**src/verilog/lpck_defines.svh**
```systemverilog
// Constants for the line printer check logic.
// Assumes inclusion by the design module.
`ifndef LPCK_DEFINES_SVH
`define LPCK_DEFINES_SVH
// ****************************************************************
// Register map (byte addresses)
// ****************************************************************
`define LPCK_ADR_STATUS  8'h00
`define LPCK_ADR_CONTROL 8'h04
`define LPCK_ADR_UNIT    8'h08
`define LPCK_ADR_SUBCW   8'h0c
// ****************************************************************
// Values
// ****************************************************************
`define LPCK_UNIT_RST    8'h0e
`define LPCK_PCC_HOME    8'h01
`define LPCK_PLANE_NOCMP 3'h2
`define LPCK_PLANE_NOFIR 3'h3
`define LPCK_PLANE_CMPLC 3'h7
`define LPCK_PLANE_FIRLC 3'h6
`define LPCK_PLANE_LAST  3'h4
`endif

```
**src/verilog/lpck_pkg.sv**
```systemverilog
// Types for the line printer check logic.
// Assumes the defines header is compiled with it.
package lpck_pkg;
    // Check indications toward software
    typedef struct packed {
        logic       hammer_check;
        logic       line_complete_plane;
        logic [2:0] planes;
        logic       coil_protect;
        logic       sync_check;
    } lpck_checks_type;
    // Whole module state
    typedef struct packed {
        lpck_checks_type chk;
        logic            ready;
        logic            in_sync;
        logic            block_reset;
        logic            drum_d;
        logic [7:0]      unit_addr;
        logic [31:0]     subchannel_control_word;
        logic            ack;
        logic [31:0]     dat;
    } lpck_state_type;
endpackage

```
**src/verilog/lpck_top.sv**
```systemverilog
// Line printer check logic: hammer, coil-protect, fuse and sync checks.
// Assumes a classic Wishbone master and printer signals synchronous to clk_i.
`timescale 1ns/1ps
`include "lpck_defines.svh"
module lpck_top
    import lpck_pkg::*;
(
    input  wire logic        clk_i,          // 40 MHz clock
    input  wire logic        rst_i,          // Synchronous reset
    input  wire logic        wb_cyc_i,       // Bus cycle
    input  wire logic        wb_stb_i,       // Bus strobe
    input  wire logic        wb_we_i,        // Write enable
    input  wire logic [7:0]  wb_adr_i,       // Byte address
    input  wire logic [3:0]  wb_sel_i,       // Byte lanes
    input  wire logic [31:0] wb_dat_i,       // Write data
    output logic      [31:0] wb_dat_o,       // Read data
    output logic             wb_ack_o,       // Acknowledge
    input  wire logic        printing_i,     // Print line in progress
    input  wire logic        line_start_i,   // Print line starts (pulse)
    input  wire logic        driver_on_i,    // Any hammer driver on
    input  wire logic        driver_due_i,   // A driver should be on now
    input  wire logic        compare_i,      // Compare pulse
    input  wire logic        last_scan_i,    // Last scan of line (pulse)
    input  wire logic        line_done_i,    // Line complete pulse
    input  wire logic        current_sense_i,// Coil current sensed
    input  wire logic        coil_protect_bypass_switch_i,
    input  wire logic        current_limit_switch_i,
    input  wire logic [5:0]  fuse_open_i,    // One per monitored fuse
    input  wire logic        drum_pulse_i,   // Extra drum pulse per turn
    input  wire logic [7:0]  print_position_counter_i,
    input  wire logic        check_reset_i,  // Operator check reset
    input  wire logic        start_i,        // Operator start
    output logic             coil_supply_o,  // Hammer coil supply on
    output logic             attention_o,    // Console attention light
    output logic             power_check_o,  // Power check light
    output logic             print_ready_o,  // Printer ready
    output logic             print_check_o,  // Print check light
    output logic             in_sync_o,      // Printer in sync
    output logic             home_gate_o,    // Home gate pulse
    output logic [7:0]       unit_addr_o     // Assigned unit address
);
    // ****************************************************************
    // State
    // ****************************************************************
    lpck_state_type st_r;      // Registered state
    lpck_state_type st_nxt;    // Next state
    logic           home;      // Home gate this cycle
    logic           hcheck;    // Hammer check event
    logic [2:0]     code;      // Plane code of event
    logic           cp_hammer; // Coil check from hammer check
    logic           cp_sense;  // Coil check from current sense
    logic           wr;        // Bus write strobe
    logic           rd;        // Bus read strobe

    // Byte-lane merge for writes
    function automatic logic [31:0] lane(input logic [31:0] o,
                                         input logic [31:0] n,
                                         input logic [3:0] s);
        logic [31:0] r;
        r = o;
        for (int i = 0; i < 4; i++) begin
            if (s[i]) begin
                r[i*8 +: 8] = n[i*8 +: 8];
            end
        end
        return r;
    endfunction

    // ****************************************************************
    // Event decode
    // ****************************************************************
    always_comb begin
        home = drum_pulse_i & ~st_r.drum_d;
        hcheck = 1'b1;
        code = 3'h0;
        if (compare_i & st_r.chk.line_complete_plane) begin
            code = `LPCK_PLANE_CMPLC;
        end else if (driver_on_i & st_r.chk.line_complete_plane) begin
            code = `LPCK_PLANE_FIRLC;
        end else if (compare_i & ~driver_on_i) begin
            code = `LPCK_PLANE_NOFIR;
        end else if (driver_on_i & ~compare_i) begin
            code = `LPCK_PLANE_NOCMP;
        end else if (last_scan_i & ~compare_i) begin
            code = `LPCK_PLANE_LAST;
        end else begin
            hcheck = 1'b0;
        end
        // Driver on when not due while printing
        cp_hammer = printing_i & driver_on_i & ~driver_due_i
                    & ~coil_protect_bypass_switch_i;
        // Idle current, or no current with driver on
        cp_sense = (current_sense_i & ~driver_due_i & ~driver_on_i)
                 | (printing_i & driver_on_i & ~current_sense_i);
        wr = wb_cyc_i & wb_stb_i & wb_we_i & ~st_r.ack;
        rd = wb_cyc_i & wb_stb_i & ~wb_we_i & ~st_r.ack;
    end

    // ****************************************************************
    // Next state
    // ****************************************************************
    always_comb begin
        st_nxt = st_r;
        st_nxt.drum_d = drum_pulse_i;
        // Check latches: set wins over reset
        if (check_reset_i) begin
            st_nxt.chk = '0;
        end
        if (line_done_i) begin
            st_nxt.chk.line_complete_plane = 1'b1;
        end
        if (hcheck) begin
            st_nxt.chk.hammer_check = 1'b1;
            st_nxt.chk.line_complete_plane = 1'b1;
            st_nxt.chk.planes = st_nxt.chk.planes | code;
        end
        if (cp_hammer | cp_sense) begin
            st_nxt.chk.coil_protect = 1'b1;
            st_nxt.ready = 1'b0;
        end else if (start_i & ~st_r.chk.coil_protect & ~check_reset_i) begin
            st_nxt.ready = 1'b1;
        end
        // Block-reset: set on line start, cleared on idle home
        if (line_start_i) begin
            st_nxt.block_reset = 1'b1;
        end else if (home & ~printing_i) begin
            st_nxt.block_reset = 1'b0;
        end
        // Sync check and resync at home
        if (home) begin
            if (print_position_counter_i != `LPCK_PCC_HOME) begin
                st_nxt.chk.sync_check = 1'b1;
            end
            if (~st_r.block_reset) begin
                st_nxt.in_sync = 1'b1;
            end else begin
                st_nxt.in_sync = st_r.in_sync
                               & (print_position_counter_i == `LPCK_PCC_HOME);
            end
        end else if (drum_pulse_i & ~st_r.block_reset) begin
            st_nxt.in_sync = 1'b0;
        end
        // Bus slave
        st_nxt.ack = wb_cyc_i & wb_stb_i & ~st_r.ack;
        st_nxt.dat = '0;
        if (wr) begin
            case (wb_adr_i)
                `LPCK_ADR_UNIT: begin
                    if (wb_sel_i[0]) begin
                        st_nxt.unit_addr = wb_dat_i[7:0];
                    end
                end
                `LPCK_ADR_SUBCW: begin
                    st_nxt.subchannel_control_word =
                        lane(st_r.subchannel_control_word, wb_dat_i, wb_sel_i);
                end
                default: begin
                end
            endcase
        end
        if (rd) begin
            case (wb_adr_i)
                `LPCK_ADR_STATUS:  st_nxt.dat = {21'h00000, st_r.in_sync,
                                                 st_r.block_reset, st_r.ready,
                                                 |fuse_open_i, st_r.chk};
                `LPCK_ADR_CONTROL: st_nxt.dat = {29'h00000000,
                                                 coil_protect_bypass_switch_i,
                                                 current_limit_switch_i, printing_i};
                `LPCK_ADR_UNIT:    st_nxt.dat = {24'h000000, st_r.unit_addr};
                `LPCK_ADR_SUBCW:   st_nxt.dat = st_r.subchannel_control_word;
                default:           st_nxt.dat = '0;
            endcase
        end
        if (rst_i) begin
            st_nxt = '0;
            st_nxt.unit_addr = `LPCK_UNIT_RST;
            st_nxt.in_sync = 1'b1;
        end
    end

    // Registers
    always_ff @(posedge clk_i) begin
        st_r <= st_nxt;
    end

    // ****************************************************************
    // Outputs
    // ****************************************************************
    assign wb_ack_o      = st_r.ack;
    assign wb_dat_o      = st_r.dat;
    assign coil_supply_o = ~st_r.chk.coil_protect | current_limit_switch_i;
    assign attention_o   = coil_protect_bypass_switch_i;
    assign power_check_o = |fuse_open_i;
    assign print_ready_o = st_r.ready & ~st_r.chk.coil_protect;
    assign print_check_o = st_r.chk.coil_protect;
    assign in_sync_o     = st_r.in_sync;
    assign home_gate_o   = home;
    assign unit_addr_o   = st_r.unit_addr;

    // ****************************************************************
    // Assertions
    // ****************************************************************
    property p_hcheck;
        @(posedge clk_i) disable iff (rst_i) hcheck |=> st_r.chk.hammer_check;
    endproperty
    a_hcheck: assert property (p_hcheck) else $error("hammer check not set");
    property p_hold;
        @(posedge clk_i) disable iff (rst_i)
            st_r.chk.coil_protect & ~check_reset_i |=> st_r.chk.coil_protect;
    endproperty
    a_hold: assert property (p_hold) else $error("coil check lost");
    property p_supply;
        @(posedge clk_i) disable iff (rst_i)
            st_r.chk.coil_protect & ~current_limit_switch_i |-> ~coil_supply_o;
    endproperty
    a_supply: assert property (p_supply) else $error("supply stayed on");
    property p_limit;
        @(posedge clk_i) disable iff (rst_i) current_limit_switch_i |-> coil_supply_o;
    endproperty
    a_limit: assert property (p_limit) else $error("supply dropped");
    property p_idle;
        @(posedge clk_i) disable iff (rst_i)
            current_sense_i & ~driver_on_i & ~driver_due_i |=> print_check_o;
    endproperty
    a_idle: assert property (p_idle) else $error("idle current missed");
    property p_sync;
        @(posedge clk_i) disable iff (rst_i)
            home & (print_position_counter_i != `LPCK_PCC_HOME) |=> st_r.chk.sync_check;
    endproperty
    a_sync: assert property (p_sync) else $error("sync check missed");
    property p_ready;
        @(posedge clk_i) disable iff (rst_i) print_check_o |-> ~print_ready_o;
    endproperty
    a_ready: assert property (p_ready) else $error("ready with check");
    property p_blk;
        @(posedge clk_i) disable iff (rst_i) line_start_i |=> st_r.block_reset;
    endproperty
    a_blk: assert property (p_blk) else $error("block reset not set");
    property p_ack;
        @(posedge clk_i) disable iff (rst_i) wb_ack_o |=> ~wb_ack_o;
    endproperty
    a_ack: assert property (p_ack) else $error("ack held");

    // ****************************************************************
    // Plane code, coil check and fuse assertions
    // ****************************************************************
    // Driver fired with no compare: plane two
    property p_nocmp;
        @(posedge clk_i) disable iff (rst_i)
            driver_on_i & ~compare_i & ~st_r.chk.line_complete_plane |=> st_r.chk.planes[1];
    endproperty
    a_nocmp: assert property (p_nocmp) else $error("plane two missing");
    // Compare with no driver: planes one and two
    property p_nofir;
        @(posedge clk_i) disable iff (rst_i)
            compare_i & ~driver_on_i & ~st_r.chk.line_complete_plane |=> &st_r.chk.planes[1:0];
    endproperty
    a_nofir: assert property (p_nofir) else $error("planes one two missing");
    // Compare after line complete: all three planes
    property p_cmplc;
        @(posedge clk_i) disable iff (rst_i)
            compare_i & st_r.chk.line_complete_plane |=> &st_r.chk.planes;
    endproperty
    a_cmplc: assert property (p_cmplc) else $error("all planes missing");
    // Driver after line complete: planes two and three
    property p_firlc;
        @(posedge clk_i) disable iff (rst_i)
            driver_on_i & ~compare_i & st_r.chk.line_complete_plane |=> &st_r.chk.planes[2:1];
    endproperty
    a_firlc: assert property (p_firlc) else $error("planes two three missing");
    // Last scan with no compare: plane three
    property p_last;
        @(posedge clk_i) disable iff (rst_i)
            last_scan_i & ~compare_i & ~driver_on_i & ~st_r.chk.line_complete_plane
            |=> st_r.chk.planes[2];
    endproperty
    a_last: assert property (p_last) else $error("plane three missing");
    // Line done marks the line-complete plane
    property p_done;
        @(posedge clk_i) disable iff (rst_i) line_done_i |=> st_r.chk.line_complete_plane;
    endproperty
    a_done: assert property (p_done) else $error("line complete missing");
    // Driver on while not due during printing trips the coil check
    property p_hammer_cp;
        @(posedge clk_i) disable iff (rst_i)
            printing_i & driver_on_i & ~driver_due_i & ~coil_protect_bypass_switch_i
            |=> print_check_o;
    endproperty
    a_hammer_cp: assert property (p_hammer_cp) else $error("hammer coil check missed");
    // Driver on with no coil current trips the coil check
    property p_sense_cp;
        @(posedge clk_i) disable iff (rst_i)
            printing_i & driver_on_i & ~current_sense_i |=> print_check_o;
    endproperty
    a_sense_cp: assert property (p_sense_cp) else $error("sense coil check missed");
    // Bypass keeps a hammer check from reaching the coil latch
    property p_bypass;
        @(posedge clk_i) disable iff (rst_i)
            coil_protect_bypass_switch_i & ~st_r.chk.coil_protect
            & ~(current_sense_i & ~driver_due_i & ~driver_on_i)
            & ~(printing_i & driver_on_i & ~current_sense_i) |=> ~st_r.chk.coil_protect;
    endproperty
    a_bypass: assert property (p_bypass) else $error("bypass ignored");
    // Attention light follows the bypass switch
    property p_attn;
        @(posedge clk_i) disable iff (rst_i)
            attention_o == coil_protect_bypass_switch_i;
    endproperty
    a_attn: assert property (p_attn) else $error("attention wrong");
    // Power check light follows the fuses
    property p_fuse;
        @(posedge clk_i) disable iff (rst_i)
            power_check_o == (|fuse_open_i);
    endproperty
    a_fuse: assert property (p_fuse) else $error("power check wrong");
    // A new coil check leaves the printer not ready
    property p_notready;
        @(posedge clk_i) disable iff (rst_i)
            $rose(st_r.chk.coil_protect) |-> ~st_r.ready;
    endproperty
    a_notready: assert property (p_notready) else $error("ready after coil check");

    // ****************************************************************
    // Sync assertions
    // ****************************************************************
    // Home with block-reset off resyncs the printer
    property p_resync;
        @(posedge clk_i) disable iff (rst_i)
            home & ~st_r.block_reset |=> in_sync_o;
    endproperty
    a_resync: assert property (p_resync) else $error("resync missed");
    // Drum held high after its edge drops in-sync unless blocked
    property p_desync;
        @(posedge clk_i) disable iff (rst_i)
            drum_pulse_i & ~home & ~st_r.block_reset |=> ~in_sync_o;
    endproperty
    a_desync: assert property (p_desync) else $error("in-sync not reset");
    // Idle home gate clears block-reset
    property p_blkclr;
        @(posedge clk_i) disable iff (rst_i)
            home & ~printing_i & ~line_start_i |=> ~st_r.block_reset;
    endproperty
    a_blkclr: assert property (p_blkclr) else $error("block reset kept");
    // Home gate is a single-cycle pulse per drum edge
    property p_home;
        @(posedge clk_i) disable iff (rst_i)
            home_gate_o |=> ~home_gate_o;
    endproperty
    a_home: assert property (p_home) else $error("home gate too long");

    // Main scenarios
    c_sync: cover property (@(posedge clk_i) disable iff (rst_i) $rose(st_r.chk.sync_check));
    c_coil: cover property (@(posedge clk_i) disable iff (rst_i) $rose(print_check_o));
    c_home: cover property (@(posedge clk_i) disable iff (rst_i) home);
    c_ham:  cover property (@(posedge clk_i) disable iff (rst_i) hcheck);
endmodule
```
**config.mk**
```make
export PLATFORM = sky130hd
export DESIGN_NAME = lpck_top
export DESIGN_NICKNAME = d
export VERILOG_FILES = /design/src/verilog/lpck_pkg.sv /design/src/verilog/lpck_top.sv
export VERILOG_INCLUDE_DIRS = /design/src /design/src/verilog
export SDC_FILE = /design/constraint.sdc
export NUM_CORES = 1
export LEC_CHECK = 0
export BUFFER_PORTS_ARGS = -buffer_cell sky130_fd_sc_hd__buf_2
export CAP_MARGIN = 10
export CORE_UTILIZATION = 32
export CTS_CLUSTER_SIZE = 8
export DETAILED_ROUTE_END_ITERATION = 6
export PLACE_DENSITY_LB_ADDON = 0.3
export SYNTH_ARGS = -nofsm -noshare
export SYNTH_HDL_FRONTEND = slang
export SYNTH_SLANG_ARGS = --single-unit
```
**constraint.sdc**
```tcl
create_clock -name clk_i -period 2.8 [get_ports clk_i]
set_input_delay 0.56 -clock clk_i [delete_from_list [all_inputs] [get_ports clk_i]]
set_output_delay 0.56 -clock clk_i [all_outputs]
set_load 0.01 [all_outputs]
```
Word level (Yosys, flattened, before mapping)
Index checks and enable logic that the tools add are counted.
{"block": "classes", "shifts": 0, "n_div": 0, "addsub": 0, "muxes": 22, "eq_ne": 5, "multipliers": 0, "n_bitwise": 41, "n_lt_le_gt_ge": 0, "n_reduce_logical": 14}
{"op": "$pmux W32 S4", "n": 1}
{"op": "$and A1 B1 Y1", "n": 24}
{"op": "$eq A8 B4 Y1 const B", "n": 2}
{"op": "$mux W3", "n": 5}
{"op": "$reduce_and A3 Y1", "n": 5}
{"op": "$mux W1", "n": 14}
{"op": "$not A1 Y1", "n": 13}
{"op": "$eq A8 B1 Y1 const B", "n": 1}
{"op": "$eq A8 B3 Y1 const B", "n": 1}
{"op": "$logic_not A8 Y1", "n": 1}
{"op": "$ne A8 B1 Y1 const B", "n": 1}
{"op": "$reduce_bool A2 Y1", "n": 4}
{"op": "$mux W7", "n": 1}
{"op": "$reduce_or A6 Y1", "n": 1}
{"op": "$mux W5", "n": 1}
{"op": "$reduce_or A2 Y1", "n": 2}
{"op": "$or A1 B1 Y1", "n": 3}
{"op": "$or A3 B3 Y3", "n": 1}
{"op": "$reduce_bool A3 Y1", "n": 1}
{"block": "word_totals", "ramBits": 0, "rom_bits": 0, "in_bits": 76, "latch_bits": 0, "register_bits": 84, "n_memories": 0}

Longest topological paths before layout
Gate-level depths: netlist of the first run.
{"block": "logic_depth", "word_depth": 9, "depth_mapped": 5}

Least setup slack after synthesis of the first run
Ideal clock, no wire load.
{"block": "synth_timing", "kind": "input to register", "from": "in wb_adr_i[1]", "to": "reg st_r[37] in the netlist's numbering", "arrival_time_ns": 1.981, "n_path_buf": 2, "t_required_ns": 2.682, "slack_ns": 0.701, "path_stages": 5, "path_cell_list": "or4_4 -> buf_6 -> or4_4 -> buf_6 -> mux2i_1"}
{"block": "synth_between", "elab_chain_len": 2}
{"element": "start: declaration", "line": "lpck_top.sv:13", "source": "input wire logic [7:0] wb_adr_i,"}
{"element": "$eq A8 B4 Y1", "line": "lpck_top.sv:147", "source": "case (wb_adr_i)"}
{"element": "$reduce_and A3 Y1 (no line)"}
{"element": "end signal: assignment", "line": "lpck_top.sv:183", "source": "st_r <= st_nxt;"}
{"element": "end: declaration", "line": "lpck_top.sv:45", "source": "lpck_state_type st_r;"}
No other way between the ends.
A chain may end at the register's enable or synchronous reset.

Worst setup path after layout of the first run
{"block": "layout_timing", "from": "in wb_adr_i[1]", "to": "reg st_r[47] in the netlist's numbering"}
The elaborated chain is that of the path after synthesis.

==> results.ini, run 1 <==
[setup_path]
worstSetupPathType=input port to flop
worst_setup_path_end_kind=flop
worst_ep_required_time_ns=3.06
start_kind=input port
cp.arrival_ns=2.26
cp_max_fo=8

[clock_tree]
clk_pin_slew_worst_paths_ns=0.06
holdBufCountCts=0
cts_tree=yes
cts_resized=0
clock-sinks=84
cts_root_buf=clkbuf_16
cts-htree-levels=3
cts_setup_buffers=0
worstSkewPairLatency_ns=0.33
clk_path_buf_depth=2
cts_made_buffers=9

[floorplanning]
die_w_um=109
die_y_um=109
die_area_sq_mm=0.0118
rows=38
coreArea_sq_mm=0.0110
ios=124
initial_core_util=0.332

[sta]
worst_pin_slew_ns=0.701
setup-tns-final_ns=0
fin_worst_skew_ns=0.00693
finalCritPeriodShare=0.714
timing_hold_violations_final=0
fin_hold_ws_ns=0.448
worst_slack_ns=0.800
rsz0062_at_grt=false
relSlewSlack=0.529
period_needed_ns=2.00
setup_viol=0
fmax_ghz=0.500
drv_slew=0

[synth]
ys_types=38
synth_area_leaders=dfxtp_1, mux2i_1, buf_4
ys_seq_area_frac=0.461
netlist_instances=384
yosysTopAreaCell=dfxtp_1
synth.avg_cell_area_sq_um=9.50
syn-num-nets=462
ys_ff_latch=84
netlist_area_sq_mm=0.00365
ys_warn_count=0
synth_top_area_frac=0.461

[pwr]
power.total_mw=2.53
p_leak_nw=1.92
vdd_drop_max_mv=0.283
p_per_area_mw_per_mm2=579

[route]
via_count=2736
wl_um=8400
postRouteAntennaNets=0
drt_iter0_markers=110
route.detailed.drc=0
via_per_inst=4.51
wire_per_inst_um=13.9
first_pass_iters=4

[layout]
stdcell_count=606
drive_gt1_frac=0.345
nets=542
nFillCells=1120
multi_input_area_sq_mm=0.00154
regArea_sq_mm=0.00168
syn_to_final_growth_pct=19.8
antenna_cells=0

[global_routing]
overflow=0
grt_pass1_vias=2710
grt_pass1_wl_um=13200
grt_use_total=0.148
antenna_found_initial=0
grt_max_degree=35

[flow_run]
maxCapViolCount=0

[placement]
dp_slack_ns=0.450
port_buffers=123
numPlacedInstances=593
gp_congestion=0.722
post-dp-hpwl_um=6220

[outcome]
status=finished clean

[hold_path]
hold_class=flop to flop

[cell type report]
type | count | area share
clock inverters | 4 | 0.0123
well taps | 140 | 0.0401
clock buffers | 9 | 0.0515
multi-input cells | 232 | 0.353
inverters | 7 | 0.00601
flip-flops and latches | 84 | 0.385
repair buffers | 130 | 0.153
[cell usage in the layout (no fill, tap or decap), types with 3 or more instances in the layout]
cell / count
inv_1: 6
nor4_4: 5
nand4_1: 4
a21oi_1: 11
mux2i_1: 44
or2_2: 5
nor2_1: 18
o21ai_0: 4
mux4_2: 3
buf_4: 7
clkbuf_16: 9
nand2b_1: 3
buf_2: 123
nand2_1: 80
a31oi_1: 3
nor2b_1: 5
dfxtp_1: 84
and2_1: 22
a22oi_1: 3
[layer usage]
layer | global-route usage | vias to the layer above | wire length (um)
li1 | - | 1386 | -
met1 | 0.178 | 1250 | 3800
met2 | 0.252 | 94 | 4050
met3 | 0.0460 | 6 | 467
met4 | 0.0415 | 0 | 72
met5 | 0 | - | 0
[path summary, 6_finish.rpt]
path                                            start                       to  slack [ns]  depth (start not counted)
worst max-delay path                      wb_adr_i[1]    st_r[47]$_SDFFE_PP0P_        0.80                          4
worst min-delay path            st_r[51]$_SDFFE_PP0P_  wb_dat_o[18]$_SDFF_PP0_        0.45                          1
worst max register to register    wb_ack_o$_SDFF_PP0_    st_r[47]$_SDFFE_PP0P_        0.98                          3
worst min register to register  st_r[51]$_SDFFE_PP0P_  wb_dat_o[18]$_SDFF_PP0_        0.45                          1
[critical path, cell delays in order]
cell and delay [ns]:
buf_2 0.11, or4_4 0.65, nor4_4 0.68, mux2i_1 0.25
[registers in the layout, indices dropped and copies added, names as in the netlist]
name           count
wb_ack_o           1
print_check_o      1
wb_dat_o          32
unit_addr_o        8
in_sync_o          1
st_r              41
[logic make-up (layout without fill, tap and decap cells)]
kind of cell    count (synthesis)  count (layout)  share of synthesized area
buf+inv                        68             150                      0.118
compound gates                 27              27                     0.0459
mux                            47              47                      0.139
fa+ha+maj                       2               2                    0.00686
simple gates                  156             156                      0.229
flops                          84              84                      0.461
[power by group]
| group | total [mW] | internal (mW) | switching, mW |
|---|---|---|---|
| clock | 1.13 | 0.677 | 0.456 |
| combinational | 0.181 | 0.0820 | 0.0993 |
| sequential | 1.22 | 1.21 | 0.0106 |
| total | 2.53 | 1.97 | 0.566 |
[cell usage after synthesis]
cell type and number:
a211o_1 1, a21o_1 1, a21oi_1 11, a222oi_1 1
a22oi_1 3, a31oi_1 3, a32oi_1 1, and2_1 22
and3_1 1, buf_1 3, buf_4 41, buf_6 3
clkbuf_1 14, dfxtp_1 84, ha_1 2, inv_1 6
inv_2 1, mux2i_1 44, mux4_2 3, nand2_1 80
nand2b_1 3, nand3_1 1, nand3b_1 2, nand4_1 4
nand4b_1 1, nor2_1 18, nor2b_1 5, nor3b_1 1
nor4_1 3, nor4_4 5, nor4b_1 1, o21a_1 1
o21ai_0 4, o221ai_1 1, or2_2 5, or4_4 2
or4b_4 1, or4bb_1 1
[metrics by stage]
stage	utilization	cell area, sq um
floorplan	-	3650
global placement	0.373	4090
detailed placement	0.373	4090
CTS	0.398	4370
global route	0.398	4370
finish	0.398	4370
(Power assumes the default switching activity.)
==> run 2, diff against run 1 <==
clock period = 2 ns   (was 2.8 ns; I/O delays follow)
==> results.ini, run 2 (same netlist as run 1, synthesis figures left out) <==
[outcome]
status=finished clean

[route]
highest_layer=met4
postRouteAntennaNets=0
wire_per_inst_um=13.4
drt_iter0_markers=81
wl_met3_um=439
route.detailed.drc=0
wl_met2_um=3980
met1Wirelength_um=3740
first_pass_iters=4
wl_um=8250
via_per_inst=4.55
via_count=2804

[clock_tree]
cts-htree-levels=3
holdBufCountCts=0
clk_pin_slew_worst_paths_ns=0.06
worstSkewPairLatency_ns=0.33
clock-sinks=84
cts_setup_buffers=0
cts_resized=0
cts_tree=yes
clk_path_buf_depth=2
cts_made_buffers=9
cts_root_buf=clkbuf_16

[setup_path]
cp_max_fo=11
cp.arrival_ns=1.95
crit_buf_inv=1
worst_setup_path_end_kind=flop
slowest_stage=or4b_4
path_cells=buf_2, or4_4, or4b_4, a31oi_1
worst_ep_required_time_ns=2.26
path_delay_family=simple AND/OR/NAND/NOR gates
start_kind=input port
worstSetupPathType=input port to flop
cpPeakStageDelay_ns=0.65

[sta]
period_needed_ns=1.69
fmax_ghz=0.591
worst_pin_slew_ns=0.417
rsz0062_at_grt=false
relSlewSlack=0.722
worst_slack_ns=0.308
timing_hold_violations_final=0
fin_hold_ws_ns=0.297
finalCritPeriodShare=0.846
setup_viol=0
drv_slew=0
fin_worst_skew_ns=0.00958

[global_routing]
grt_use_total=0.148
grt_max_degree=42
overflow=0
grt_pass1_wl_um=13200
grt_pass1_vias=2700
antenna_found_initial=0

[floorplanning]
die_y_um=109
rows=38
ios=124
die_area_sq_mm=0.0118
initial_core_util=0.332
die_w_um=109
coreArea_sq_mm=0.0110

[layout]
antenna_cells=0
largest_register_ffs=41
final_cell_mix=buf_2, dfxtp_1, nand2_1
syn_to_final_growth_pct=23.0
final_common_cell=buf_2
post-route-util=0.409
drive_gt1_frac=0.355
nFillCells=1126
largest-register=st_r
stdcell_count=616
nets=550
postLayoutCellArea_sq_mm=0.00449

[pwr]
vdd_drop_max_mv=0.379
p_per_area_mw_per_mm2=793
p_leak_nw=1.97

[placement]
dpl_cell_area_sq_mm=0.00420
post-dp-hpwl_um=6320
numPlacedInstances=601
gp_congestion=0.754
dp_slack_ns=-0.0378
port_buffers=123

[flow_run]
maxCapViolCount=0

[hold_path]
hold_class=input port to flop

run 2: cell count changes in the layout (fill, tap and decap cells not counted):
cell	previous run	this run
buf_12	0	4
clkinv_2	0	1
buf_4	7	11
clkbuf_1	0	2
clkinvlp_4	2	1
run 2: tightest hold or removal path: cells and delay by family:
| family | cells | cell delay, ns |
|---|---|---|
| AOI/OAI and AO/OA | 1 | 0.05 |
| buffers and inverters | 2 | 0.13 |
run 2: layout make-up:
type	count	area [sq um]	share of cell area
Tap cell	140	175	0.0390
Multi-Input combinational cell	232	1540	0.344
Timing Repair Buffer	138	778	0.173
Clock buffer	11	233	0.0519
Inverter	7	26.3	0.00585
Clock inverter	4	51.3	0.0114
Sequential cell	84	1680	0.375
run 2: routing by layer:
metal,GRT usage,up-vias
li1,-,1414
met5,0,-
met4,0.0502,0
met2,0.248,87
met3,0.0424,6
met1,0.180,1297
run 2: stage by stage:
step / total power [mW] / setup TNS, ns
floorplan: 1.88 / 0
global placement: 2.00 / -0.0340
detailed placement: 2.00 / -0.188
CTS: 3.60 / 0
global route: 3.72 / 0
finish: 3.56 / 0
run 2: path summary, 6_finish.rpt:
check | startpoint | end | slack (ns) | depth (start not counted)
max reg2reg | wb_ack_o$_SDFF_PP0_ | st_r[37]$_SDFFE_PP0P_ | 0.44 | 4
max | wb_adr_i[1] | wb_dat_o[7]$_SDFF_PP0_ | 0.31 | 4
min | line_start_i | st_r[74]$_SDFFE_PP0P_ | 0.30 | 3
min reg2reg | st_r[59]$_SDFFE_PP0P_ | wb_dat_o[26]$_SDFF_PP0_ | 0.45 | 1
run 2: report_power, final:
part	internal [mW]	switching, mW	total [mW]
Clock	0.961	0.635	1.60
Sequential	1.69	0.0154	1.71
Combinational	0.121	0.136	0.258
Total	2.77	0.787	3.56
